==> config.mk <==
export PLATFORM = sky130hd
export DESIGN_NAME = trcr_core
export DESIGN_NICKNAME = d
export VERILOG_FILES = /design/src/trcr_pkg.sv /design/src/trcr_core.sv
export SDC_FILE = /design/constraint.sdc
export NUM_CORES = 1
export LEC_CHECK = 0
export ABC_AREA = 1
export ABC_CLOCK_PERIOD_IN_PS = 3800
export BUFFER_PORTS_ARGS = -buffer_cell sky130_fd_sc_hd__buf_2
export CORE_ASPECT_RATIO = 0.9
export CORE_UTILIZATION = 30
export CTS_CLUSTER_SIZE = 25
export DETAILED_ROUTE_END_ITERATION = 8
export HOLD_SLACK_MARGIN = 0.03
export PLACE_DENSITY = 0.57
export SYNTH_ARGS = -nofsm -noshare
export SYNTH_HDL_FRONTEND = slang
export SYNTH_SLANG_ARGS = --single-unit
==> constraint.sdc <==
create_clock -name clk -period 3.8 [get_ports clk]
set_clock_uncertainty 0.1 [all_clocks]
set_input_delay 0.19 -clock clk [delete_from_list [all_inputs] [get_ports clk]]
set_output_delay 0.19 -clock clk [all_outputs]
set_load 0.1 [all_outputs]
==> src/trcr_pkg.sv <==
package trcr_pkg;

  // ****************************************************************
  // Register pointer values
  // ****************************************************************
  localparam logic [7:0] PTR_LOCAL_RD = 8'h00;
  localparam logic [7:0] PTR_REMOTE_INT_RD = 8'h01;
  localparam logic [7:0] PTR_SETUP_RD = 8'h03;
  localparam logic [7:0] PTR_RATE_RD = 8'h04;
  localparam logic [7:0] PTR_SETUP_WR = 8'h09;
  localparam logic [7:0] PTR_RATE_WR = 8'h0A;
  localparam logic [7:0] PTR_REMOTE_FRAC_RD = 8'h10;

  // ****************************************************************
  // Field positions and reset values
  // ****************************************************************
  localparam int SETUP_MASK_BIT = 7;
  localparam int SETUP_STANDBY_BIT = 6;
  localparam int SETUP_ROLE_BIT = 5;
  localparam int SETUP_RANGE_BIT = 2;
  localparam logic [7:0] SETUP_WRITABLE = 8'hE4;
  localparam logic [7:0] SETUP_RESET = 8'h00;
  localparam logic [7:0] RATE_RESET = 8'h08;
  localparam logic [3:0] RATE_CODE_MAX = 4'hA;
  localparam logic [7:0] RESULT_RESET = 8'h00;

  // ****************************************************************
  // Temperature format
  // ****************************************************************
  localparam int ADC_WIDTH = 10;
  localparam logic [9:0] EXT_OFFSET = 10'h040;
  localparam logic [9:0] DEF_MAX = 10'h07F;
  localparam logic [9:0] EXT_MAX = 10'h0FF;

  // ****************************************************************
  // Timing
  // ****************************************************************
  localparam longint CLK_HZ = 20000000;
  localparam longint SLOWEST_INTERVAL_S = 16;
  localparam longint SLOWEST_INTERVAL_CYC = SLOWEST_INTERVAL_S * CLK_HZ;

  // ****************************************************************
  // Types
  // ****************************************************************
  typedef enum logic [2:0] {
    TRCR_IDLE = 3'b001,
    TRCR_LOCAL = 3'b010,
    TRCR_REMOTE = 3'b100
  } trcr_state_t;

  typedef struct packed {
    logic first;
    logic [7:0] data;
  } trcr_wr_byte_t;

  typedef struct packed {
    logic diode_short;
    logic signed [9:0] temp;
  } trcr_adc_t;

endpackage : trcr_pkg

==> src/trcr_core.sv <==
`timescale 1ns/1ps
// Notes on behaviour
// - Local result byte at 0x00, one degree.
// - Remote integer at 0x01, fraction at 0x10.
// - Fraction uses bits 7:6, rest zero.
// - Fraction read locks integer until read.
// - Setup bit 2 selects extended range.
// - New range valid from next measurement cycle.
// - Shorted diode keeps last good remote result.
// - Extended range stores temperature plus 64.
// - Setup bit 7 masks alarm, resets 0.
// - Setup bit 6 selects standby, resets 0.
// - Setup bit 5 sets shared pin role.
// - Rate read at 0x04, written at 0x0A.
// - Rate code halves interval from 16 s.
// - Rate register resets to 0x08.
// - Each interval outside standby converts local then remote.
// - First write byte loads pointer, second writes.
module trcr_core #(
  parameter longint SLOW_CYCLES = trcr_pkg::SLOWEST_INTERVAL_CYC
) (
  input wire logic clk,
  input wire logic rst_n,
  input wire logic wr_valid,
  input wire trcr_pkg::trcr_wr_byte_t wr_byte,
  input wire logic rd_req,
  output logic [7:0] rd_data,
  output logic conv_req,
  output logic conv_remote,
  input wire logic adc_done,
  input wire trcr_pkg::trcr_adc_t adc_result,
  output logic results_updated,
  output logic alarm_mask_bit,
  output logic shared_pin_role_select,
  output logic standby,
  output logic extended_range
);

  // ****************************************************************
  // Helpers
  // ****************************************************************
  function automatic logic [31:0] interval_of(input logic [3:0] code);
    logic [3:0] c;
    c = (code > trcr_pkg::RATE_CODE_MAX) ? trcr_pkg::RATE_CODE_MAX : code;
    interval_of = 32'(SLOW_CYCLES >> c);
  endfunction : interval_of

  function automatic logic [7:0] format_int(input logic signed [9:0] t, input logic ext);
    logic signed [9:0] whole;
    logic signed [9:0] v;
    whole = t >>> 2;
    v = ext ? whole + $signed(trcr_pkg::EXT_OFFSET) : whole;
    if (v < 0) begin
      format_int = 8'h00;
    end else if (!ext && v > $signed(trcr_pkg::DEF_MAX)) begin
      format_int = trcr_pkg::DEF_MAX[7:0];
    end else if (v > $signed(trcr_pkg::EXT_MAX)) begin
      format_int = trcr_pkg::EXT_MAX[7:0];
    end else begin
      format_int = v[7:0];
    end
  endfunction : format_int

  // ****************************************************************
  // Register pointer and host writes
  // ****************************************************************
  logic [7:0] ptr_r;
  logic [7:0] setup_r;
  logic [7:0] rate_r;
  logic data_wr;

  assign data_wr = wr_valid && !wr_byte.first;

  always_ff @(posedge clk or negedge rst_n) begin
    if (!rst_n) begin
      ptr_r <= 8'h00;
    end else if (wr_valid && wr_byte.first) begin
      ptr_r <= wr_byte.data;
    end
  end

  always_ff @(posedge clk or negedge rst_n) begin
    if (!rst_n) begin
      setup_r <= trcr_pkg::SETUP_RESET;
    end else if (data_wr && ptr_r == trcr_pkg::PTR_SETUP_WR) begin
      setup_r <= wr_byte.data & trcr_pkg::SETUP_WRITABLE;
    end
  end

  always_ff @(posedge clk or negedge rst_n) begin
    if (!rst_n) begin
      rate_r <= trcr_pkg::RATE_RESET;
    end else if (data_wr && ptr_r == trcr_pkg::PTR_RATE_WR) begin
      rate_r <= wr_byte.data;
    end
  end

  assign alarm_mask_bit = setup_r[trcr_pkg::SETUP_MASK_BIT];
  assign standby = setup_r[trcr_pkg::SETUP_STANDBY_BIT];
  assign shared_pin_role_select = setup_r[trcr_pkg::SETUP_ROLE_BIT];
  assign extended_range = setup_r[trcr_pkg::SETUP_RANGE_BIT];

  // ****************************************************************
  // Interval timer
  // ****************************************************************
  logic [31:0] timer_r;
  logic tick;

  assign tick = (timer_r == 32'h0);

  always_ff @(posedge clk or negedge rst_n) begin
    if (!rst_n) begin
      timer_r <= 32'h0;
    end else if (tick) begin
      timer_r <= interval_of(rate_r[3:0]) - 32'h1;
    end else begin
      timer_r <= timer_r - 32'h1;
    end
  end

  // ****************************************************************
  // Conversion sequencer
  // ****************************************************************
  localparam trcr_pkg::trcr_state_t TRCR_IDLE_S = trcr_pkg::TRCR_IDLE;

  trcr_pkg::trcr_state_t state_r;
  logic range_r;

  always_ff @(posedge clk or negedge rst_n) begin
    if (!rst_n) begin
      state_r <= TRCR_IDLE_S;
    end else begin
      case (state_r)
        TRCR_IDLE_S: begin
          if (tick && !standby) begin
            state_r <= trcr_pkg::TRCR_LOCAL;
          end
        end
        trcr_pkg::TRCR_LOCAL: begin
          if (adc_done) begin
            state_r <= trcr_pkg::TRCR_REMOTE;
          end
        end
        trcr_pkg::TRCR_REMOTE: begin
          if (adc_done) begin
            state_r <= TRCR_IDLE_S;
          end
        end
        default: begin
          state_r <= TRCR_IDLE_S;
        end
      endcase
    end
  end

  // Range is frozen per measurement cycle so a change applies to the next one
  always_ff @(posedge clk or negedge rst_n) begin
    if (!rst_n) begin
      range_r <= 1'b0;
    end else if (state_r == TRCR_IDLE_S && tick && !standby) begin
      range_r <= extended_range;
    end
  end

  // Request pulses once on entering each channel state
  logic req_r;
  always_ff @(posedge clk or negedge rst_n) begin
    if (!rst_n) begin
      req_r <= 1'b0;
    end else begin
      req_r <= (state_r == TRCR_IDLE_S && tick && !standby) ||
               (state_r == trcr_pkg::TRCR_LOCAL && adc_done);
    end
  end

  assign conv_req = req_r;
  assign conv_remote = (state_r == trcr_pkg::TRCR_REMOTE);

  // ****************************************************************
  // Result registers
  // ****************************************************************
  logic [7:0] local_r;
  logic [7:0] remote_int_r;
  logic [7:0] remote_frac_r;
  logic lock_r;
  logic rd_frac;
  logic rd_int;
  logic local_done;
  logic remote_done;
  logic upd_r;

  assign rd_frac = rd_req && ptr_r == trcr_pkg::PTR_REMOTE_FRAC_RD;
  assign rd_int = rd_req && ptr_r == trcr_pkg::PTR_REMOTE_INT_RD;
  assign local_done = adc_done && state_r == trcr_pkg::TRCR_LOCAL;
  assign remote_done = adc_done && state_r == trcr_pkg::TRCR_REMOTE && !adc_result.diode_short;

  always_ff @(posedge clk or negedge rst_n) begin
    if (!rst_n) begin
      local_r <= trcr_pkg::RESULT_RESET;
    end else if (local_done) begin
      local_r <= format_int(adc_result.temp, range_r);
    end
  end

  always_ff @(posedge clk or negedge rst_n) begin
    if (!rst_n) begin
      remote_frac_r <= trcr_pkg::RESULT_RESET;
    end else if (remote_done) begin
      remote_frac_r <= {adc_result.temp[1:0], 6'h00};
    end
  end

  always_ff @(posedge clk or negedge rst_n) begin
    if (!rst_n) begin
      remote_int_r <= trcr_pkg::RESULT_RESET;
    end else if (remote_done && !lock_r) begin
      remote_int_r <= format_int(adc_result.temp, range_r);
    end
  end

  // Fraction read sets the lock; a simultaneous integer read cannot occur
  always_ff @(posedge clk or negedge rst_n) begin
    if (!rst_n) begin
      lock_r <= 1'b0;
    end else if (rd_frac) begin
      lock_r <= 1'b1;
    end else if (rd_int) begin
      lock_r <= 1'b0;
    end
  end

  always_ff @(posedge clk or negedge rst_n) begin
    if (!rst_n) begin
      upd_r <= 1'b0;
    end else begin
      upd_r <= adc_done && state_r == trcr_pkg::TRCR_REMOTE;
    end
  end

  assign results_updated = upd_r;

  // ****************************************************************
  // Read port
  // ****************************************************************
  logic [7:0] rd_r;
  always_ff @(posedge clk or negedge rst_n) begin
    if (!rst_n) begin
      rd_r <= 8'h00;
    end else if (rd_req) begin
      case (ptr_r)
        trcr_pkg::PTR_LOCAL_RD: rd_r <= local_r;
        trcr_pkg::PTR_REMOTE_INT_RD: rd_r <= remote_int_r;
        trcr_pkg::PTR_SETUP_RD: rd_r <= setup_r;
        trcr_pkg::PTR_RATE_RD: rd_r <= rate_r;
        trcr_pkg::PTR_REMOTE_FRAC_RD: rd_r <= remote_frac_r;
        default: rd_r <= 8'h00;
      endcase
    end
  end

  assign rd_data = rd_r;

endmodule : trcr_core

Word-level counts from Yosys, hierarchy flattened
Cells that the tools add are included.

$add $sub $neg: 3. $lt $le $gt $ge: 4. Equal/unequal tests: 12. Shift operators: 1. Muxes and demuxes: 13. Reductions and logical operators: 24.

Operator list (count): $sub 32x1->32 const B (2); $pmux 8 s5 (1); $logic_not 32->1 (1); $mux 32 (1); $shr 29x4->32 const A (1); $mux 8 (3); $eq 8x4->1 const B (2); $logic_and 1x1->1 (14); $gt 10x8->1 const B (1); $gt 10x9->1 const B (1); $lt 10x1->1 const B (1); $mux 10 (1); $add 8x8->9 const B (1); $mux 3 (3); $pmux 3 s3 (1); $eq 8x1->1 const B (1); $eq 8x2->1 const B (1); $eq 8x3->1 const B (1); $eq 8x5->1 const B (1); $logic_not 8->1 (1); $logic_not 1->1 (5); $gt 4x4->1 const B (1); $mux 4 (1); $ne 2x2->1 const B (2); other kinds (8) (9).

Register bits after elaboration: 85. Input bits: 25. Output and inout bits: 15. Logic and storage cells: 70.

Depth between registers and ports, before layout
Depth in word-level cells: 6. Gate-level depth with buffers: 20.

Worst setup path after synthesis
OpenSTA, ideal clock, no wires.

Kind: reg2reg. From: register rate_r[3]. To: register timer_r[20]. Library setup time: 118 ps. Arrival time: 2559 ps. Data required time: 3582 ps. Slack: 1023 ps. Cell stages (with the launch flop): 20. Path buffers: 2. Period minus slack after synthesis: 2777 ps. Cell sequence: dfstp_2 buf_4 clkbuf_1 a21oi_1 inv_1 ha_1 a21oi_1 nand2_1 nand2_1 inv_1 nand2_1 nand2_1 nand2_2 inv_2 nand2_1 nor2_1 o21ai_1 nand3_1 nand2_1 nand2_1.

Cells in the longest elaborated chain, start to end: 5.

Ends and longest elaborated chain: start: declaration (line trcr_core.sv:69) `logic [7:0] rate_r;`; start signal: assignment (line trcr_core.sv:92) `rate_r <= trcr_pkg::RATE_RESET;`; start signal: assignment (line trcr_core.sv:94) `rate_r <= wr_byte.data;`; $gt 4x4->1 (line trcr_core.sv:44) `c = (code > trcr_pkg::RATE_CODE_MAX) ? trcr_pkg::RATE_CODE_MAX : code;`; $mux 4 (*) (line trcr_core.sv:44); $shr 29x4->32 (*) (line trcr_core.sv:45) `interval_of = 32'(SLOW_CYCLES >> c);`; $sub 32x1->32 (*) (line trcr_core.sv:115) `timer_r <= interval_of(rate_r[3:0]) - 32'h1;`; $mux 32 (*) (line trcr_core.sv:114) `end else if (tick) begin`; end signal: assignment (line trcr_core.sv:115); end signal: assignment (line trcr_core.sv:117) `timer_r <= timer_r - 32'h1;`; end: declaration (line trcr_core.sv:106) `logic [31:0] timer_r;`.

Mark *: on every way between the ends. The rest lies on a longest branch, timed or not. A chain may end at the register's enable or synchronous reset.

Worst setup path in the final report
From: register rate_r[2]. To: register timer_r[20].

Same word-level chain as after synthesis.

==> results.sh <==
export IMPL_status="finished clean"
export IMPL_layout_min_cycle_time_ns=3.25
export IMPL_initial_utilization=0.311
export IMPL_drt_iter0_markers=382
export IMPL_antenna_found_initial=0
export IMPL_syn_nets=800
export IMPL_grt_overflow_total=0
export IMPL_cts_tree="yes"
export IMPL_clk_latency_ns=0.35
export IMPL_power_switching_uw=678
export IMPL_final_hold_viol_count=0
export IMPL_cts_root_buf="clkbuf_16"
export IMPL_rsz0062_at_grt="no"
export IMPL_critPathMaxStageDelay_ns=0.47
export IMPL_n_antenna_cell=0
export IMPL_path_cells="o21ai_1 -> inv_1 -> nor2_1 -> inv_1 -> ha_1 -> a21oi_1 -> nand2_1 -> nand2_1 -> inv_1 -> nand2_1 -> nand2_1 -> nand2_2 -> inv_2 -> nand2_1 -> nor2_1 -> o21ai_1 -> nand3_1 -> nand2_1 -> nand2_1"
export IMPL_placementRows=45
export IMPL_areaGrowthSynthToFinish_pct=16.2
export IMPL_timing_hold_ws_ns=0.0369
export IMPL_wl_per_cell_um=13.9
export IMPL_crit_path_start_kind="flip-flop"
export IMPL_design_core_area_sq_mm=0.0171
export IMPL_tightest_slew_ns=0.934
export IMPL_nNetsFinal=850
export IMPL_die_w_um=142
export IMPL_p_seq_frac=0.426
export IMPL_ir_worst_vdd_uv=197
export IMPL_arrival_ns=3.39
export IMPL_drt_wl_total_mm=14.7
export IMPL_grt_pass1_vias=4671
export IMPL_pwr_share_comb=0.153
export IMPL_tns_ns=0
export IMPL_swShare=0.292
export IMPL_drv_slew=0
export IMPL_synthTopCellsByArea="dfrtp_1, nand2_1, inv_1, nor2_1, o21ai_0"
export IMPL_drive_gt1_frac=0.128
export IMPL_cp_data_required_time_ns=3.94
export IMPL_clock_fmax_ghz=0.308
export IMPL_synth_largest_area_cell="dfrtp_1"
export IMPL_p_leak_nw=3.04
export IMPL_slowest_stage="dfrtp_1"
export IMPL_drv_cap=0
export IMPL_ys_types=42
export IMPL_p_int_mw=1.64
export IMPL_cts_reportedPaths_clkPinSlew_ns=0.06
export IMPL_dp_hpwl_mm=11.3
export IMPL_vias=4863
export IMPL_fillers=1864
export IMPL_dr_pass1_iters=5
export IMPL_die_area_sq_mm=0.0183
export IMPL_synth_seq_cells=85
export IMPL_syn_inst=765
export IMPL_worstSetupPathType="flip-flop to flip-flop"
export IMPL_crit_top_cell="nand2_1"
export IMPL_numCtsBuffers=9
export IMPL_cp_max_fo=7
export IMPL_cts_sink_count=85
export IMPL_grt_usage=0.175
export IMPL_post_cts_setup_buffers=0
export IMPL_end_kind="flip-flop"
export IMPL_ant_nets=0
export IMPL_syn_area_sq_mm=0.00532
export IMPL_reg2reg_slack_ns=0.55
export IMPL_io_pins=40
export IMPL_avgViaCountPerCell=4.61
export IMPL_port_buffer_count=39
export IMPL_slew_headroom=0.377
export IMPL_syn_area_per_cell_sq_um=6.96
export IMPL_die_h_um=128
export IMPL_cts_buffer_depth=2
export IMPL_grt_max_degree=71
export IMPL_async_reset_ff_frac=1.00
export IMPL_grt_pass1_wl_mm=24.5
export IMPL_drc_errors=0
export IMPL_setup_violations=0
export IMPL_power_density_mw_per_mm2=375
export IMPL_cts_htree_levels=3
export IMPL_synth_edff_count=0
export IMPL_post_cts_resized=0
export IMPL_ys_flop_type="dfrtp_1"
export IMPL_p_clk_frac=0.421
export IMPL_fin_crit_sh=0.855
export IMPL_gp_congestion=0.902
export IMPL_ys_warn_count=0
export IMPL_worst_hold_path_type="input pin to flip-flop"
export IMPL_synth_seq_area_share=0.400
export IMPL_netlist_area_leader_share=0.390
-- cells in the final DEF (no fill, tap or decap), types with 10 or more instances in the layout --
master / netlist / layout
xor2_1: 16 / 16
dlygate4sd3_1: 0 / 10
nor2_2: 15 / 15
buf_2: 3 / 38
nand3_1: 36 / 36
ha_1: 10 / 10
a21oi_1: 25 / 25
dfrtp_1: 83 / 83
nand2_2: 12 / 12
o21ai_0: 56 / 56
nor2_1: 88 / 88
inv_1: 107 / 107
nand2_1: 245 / 245
-- flip-flops by register name, indices dropped and copies added, names as in the netlist --
register and count:
local_r 8, conv_req 1, setup_r 4, remote_frac_r 2, timer_r 32, results_updated 1, ptr_r 8, state_r 3
rd_data 8, remote_int_r 8, rate_r 8, lock_r 1, range_r 1
-- power by group through the flow --
stage | clock network [mW] | logic, mW | registers [mW]
finish | 0.978 | 0.355 | 0.988
global placement | 0 | 0.350 | 1.00
detailed placement | 0 | 0.345 | 1.00
CTS | 0.998 | 0.355 | 0.987
floorplan | 0 | 0.192 | 1.05
global route | 1.04 | 0.399 | 0.993
-- synthesized netlist by cell type (all sizes together) (2+ instances only) --
master,count
o21ai,64
dfrtp,83
ha,10
a21oi,26
xor2,16
inv,111
nand3,37
nor3,4
dfstp,2
nand3b,3
nor2,108
a221oi,5
xnor2,2
clkbuf,6
o211ai,2
buf,8
nand4,9
nand2,259
-- what timing repair did --
item                                    in CTS  in global routing
endpoints found under the setup margin       0                  0
hold buffers                                10                  0
hold endpoints to repair                    81                  0
-- kinds of logic (layout without fill, tap and decap cells) --
| logic type | Yosys count | after routing | share of synthesized area |
|---|---|---|---|
| xor+xnor | 18 | 18 | 0.0296 |
| buf+inv | 126 | 181 | 0.0957 |
| compound gates | 104 | 104 | 0.109 |
| simple gates | 422 | 422 | 0.342 |
| fa+ha+maj | 10 | 10 | 0.0235 |
| flops | 85 | 85 | 0.400 |
-- per-stage QoR --
| step | worst slack [ns] | instances | power [mW] | util | area, sq um |
|---|---|---|---|---|---|
| 3_5_place_dp | 0.600 | 1029 | 1.35 | 0.336 | 5760 |
| 6_report | 0.552 | 1055 | 2.32 | 0.361 | 6180 |
| 5_1_grt | 0.267 | 1055 | 2.43 | 0.361 | 6180 |
| 4_1_cts | 0.585 | 1055 | 2.34 | 0.361 | 6180 |
| 2_1_floorplan | 1.02 | 765 | 1.24 | - | 5320 |
| 3_3_place_gp | 0.676 | 1029 | 1.35 | 0.336 | 5760 |
-- worst paths after layout --
kind	cells past startpoint	start	endpoint
worst max-delay path	19	rate_r[2]	timer_r[20]
min in group asynchronous	2	rst_n	ptr_r[0]
worst max register to register	19	rate_r[2]	timer_r[20]
worst min-delay path	3	wr_byte[0]	rate_r[0]
worst min register to register	1	timer_r[0]	timer_r[0]
max in group asynchronous	3	rst_n	state_r[0]
-- worst max-delay path: cells and delay by family, from the launching register on --
kind	cells	cell delay, ns
fa+ha+maj	1	0.37
compound gates	3	0.75
flops	1	0.47
buf+inv	4	0.33
simple gates	11	1.11
-- area by class of cell --
type / count / area (sq um) / share of cell area
clock buffers: 10 / 239 / 0.0386
clock inverters: 6 / 86.3 / 0.0140
inverters: 112 / 423 / 0.0684
multi-input cells: 554 / 2690 / 0.434
flip-flops and latches: 85 / 2130 / 0.344
well taps: 235 / 294 / 0.0475
repair buffers: 53 / 328 / 0.0530
-- layer usage --
layer	share of wire	global-route usage	up-vias
met5	0	0	-
met4	0.016	0.0519	0
met3	0.044	0.0305	15
met2	0.42	0.260	104
met1	0.52	0.258	2254
li1	-	-	2490
No activity file was read; power rests on OpenSTA's default activity.
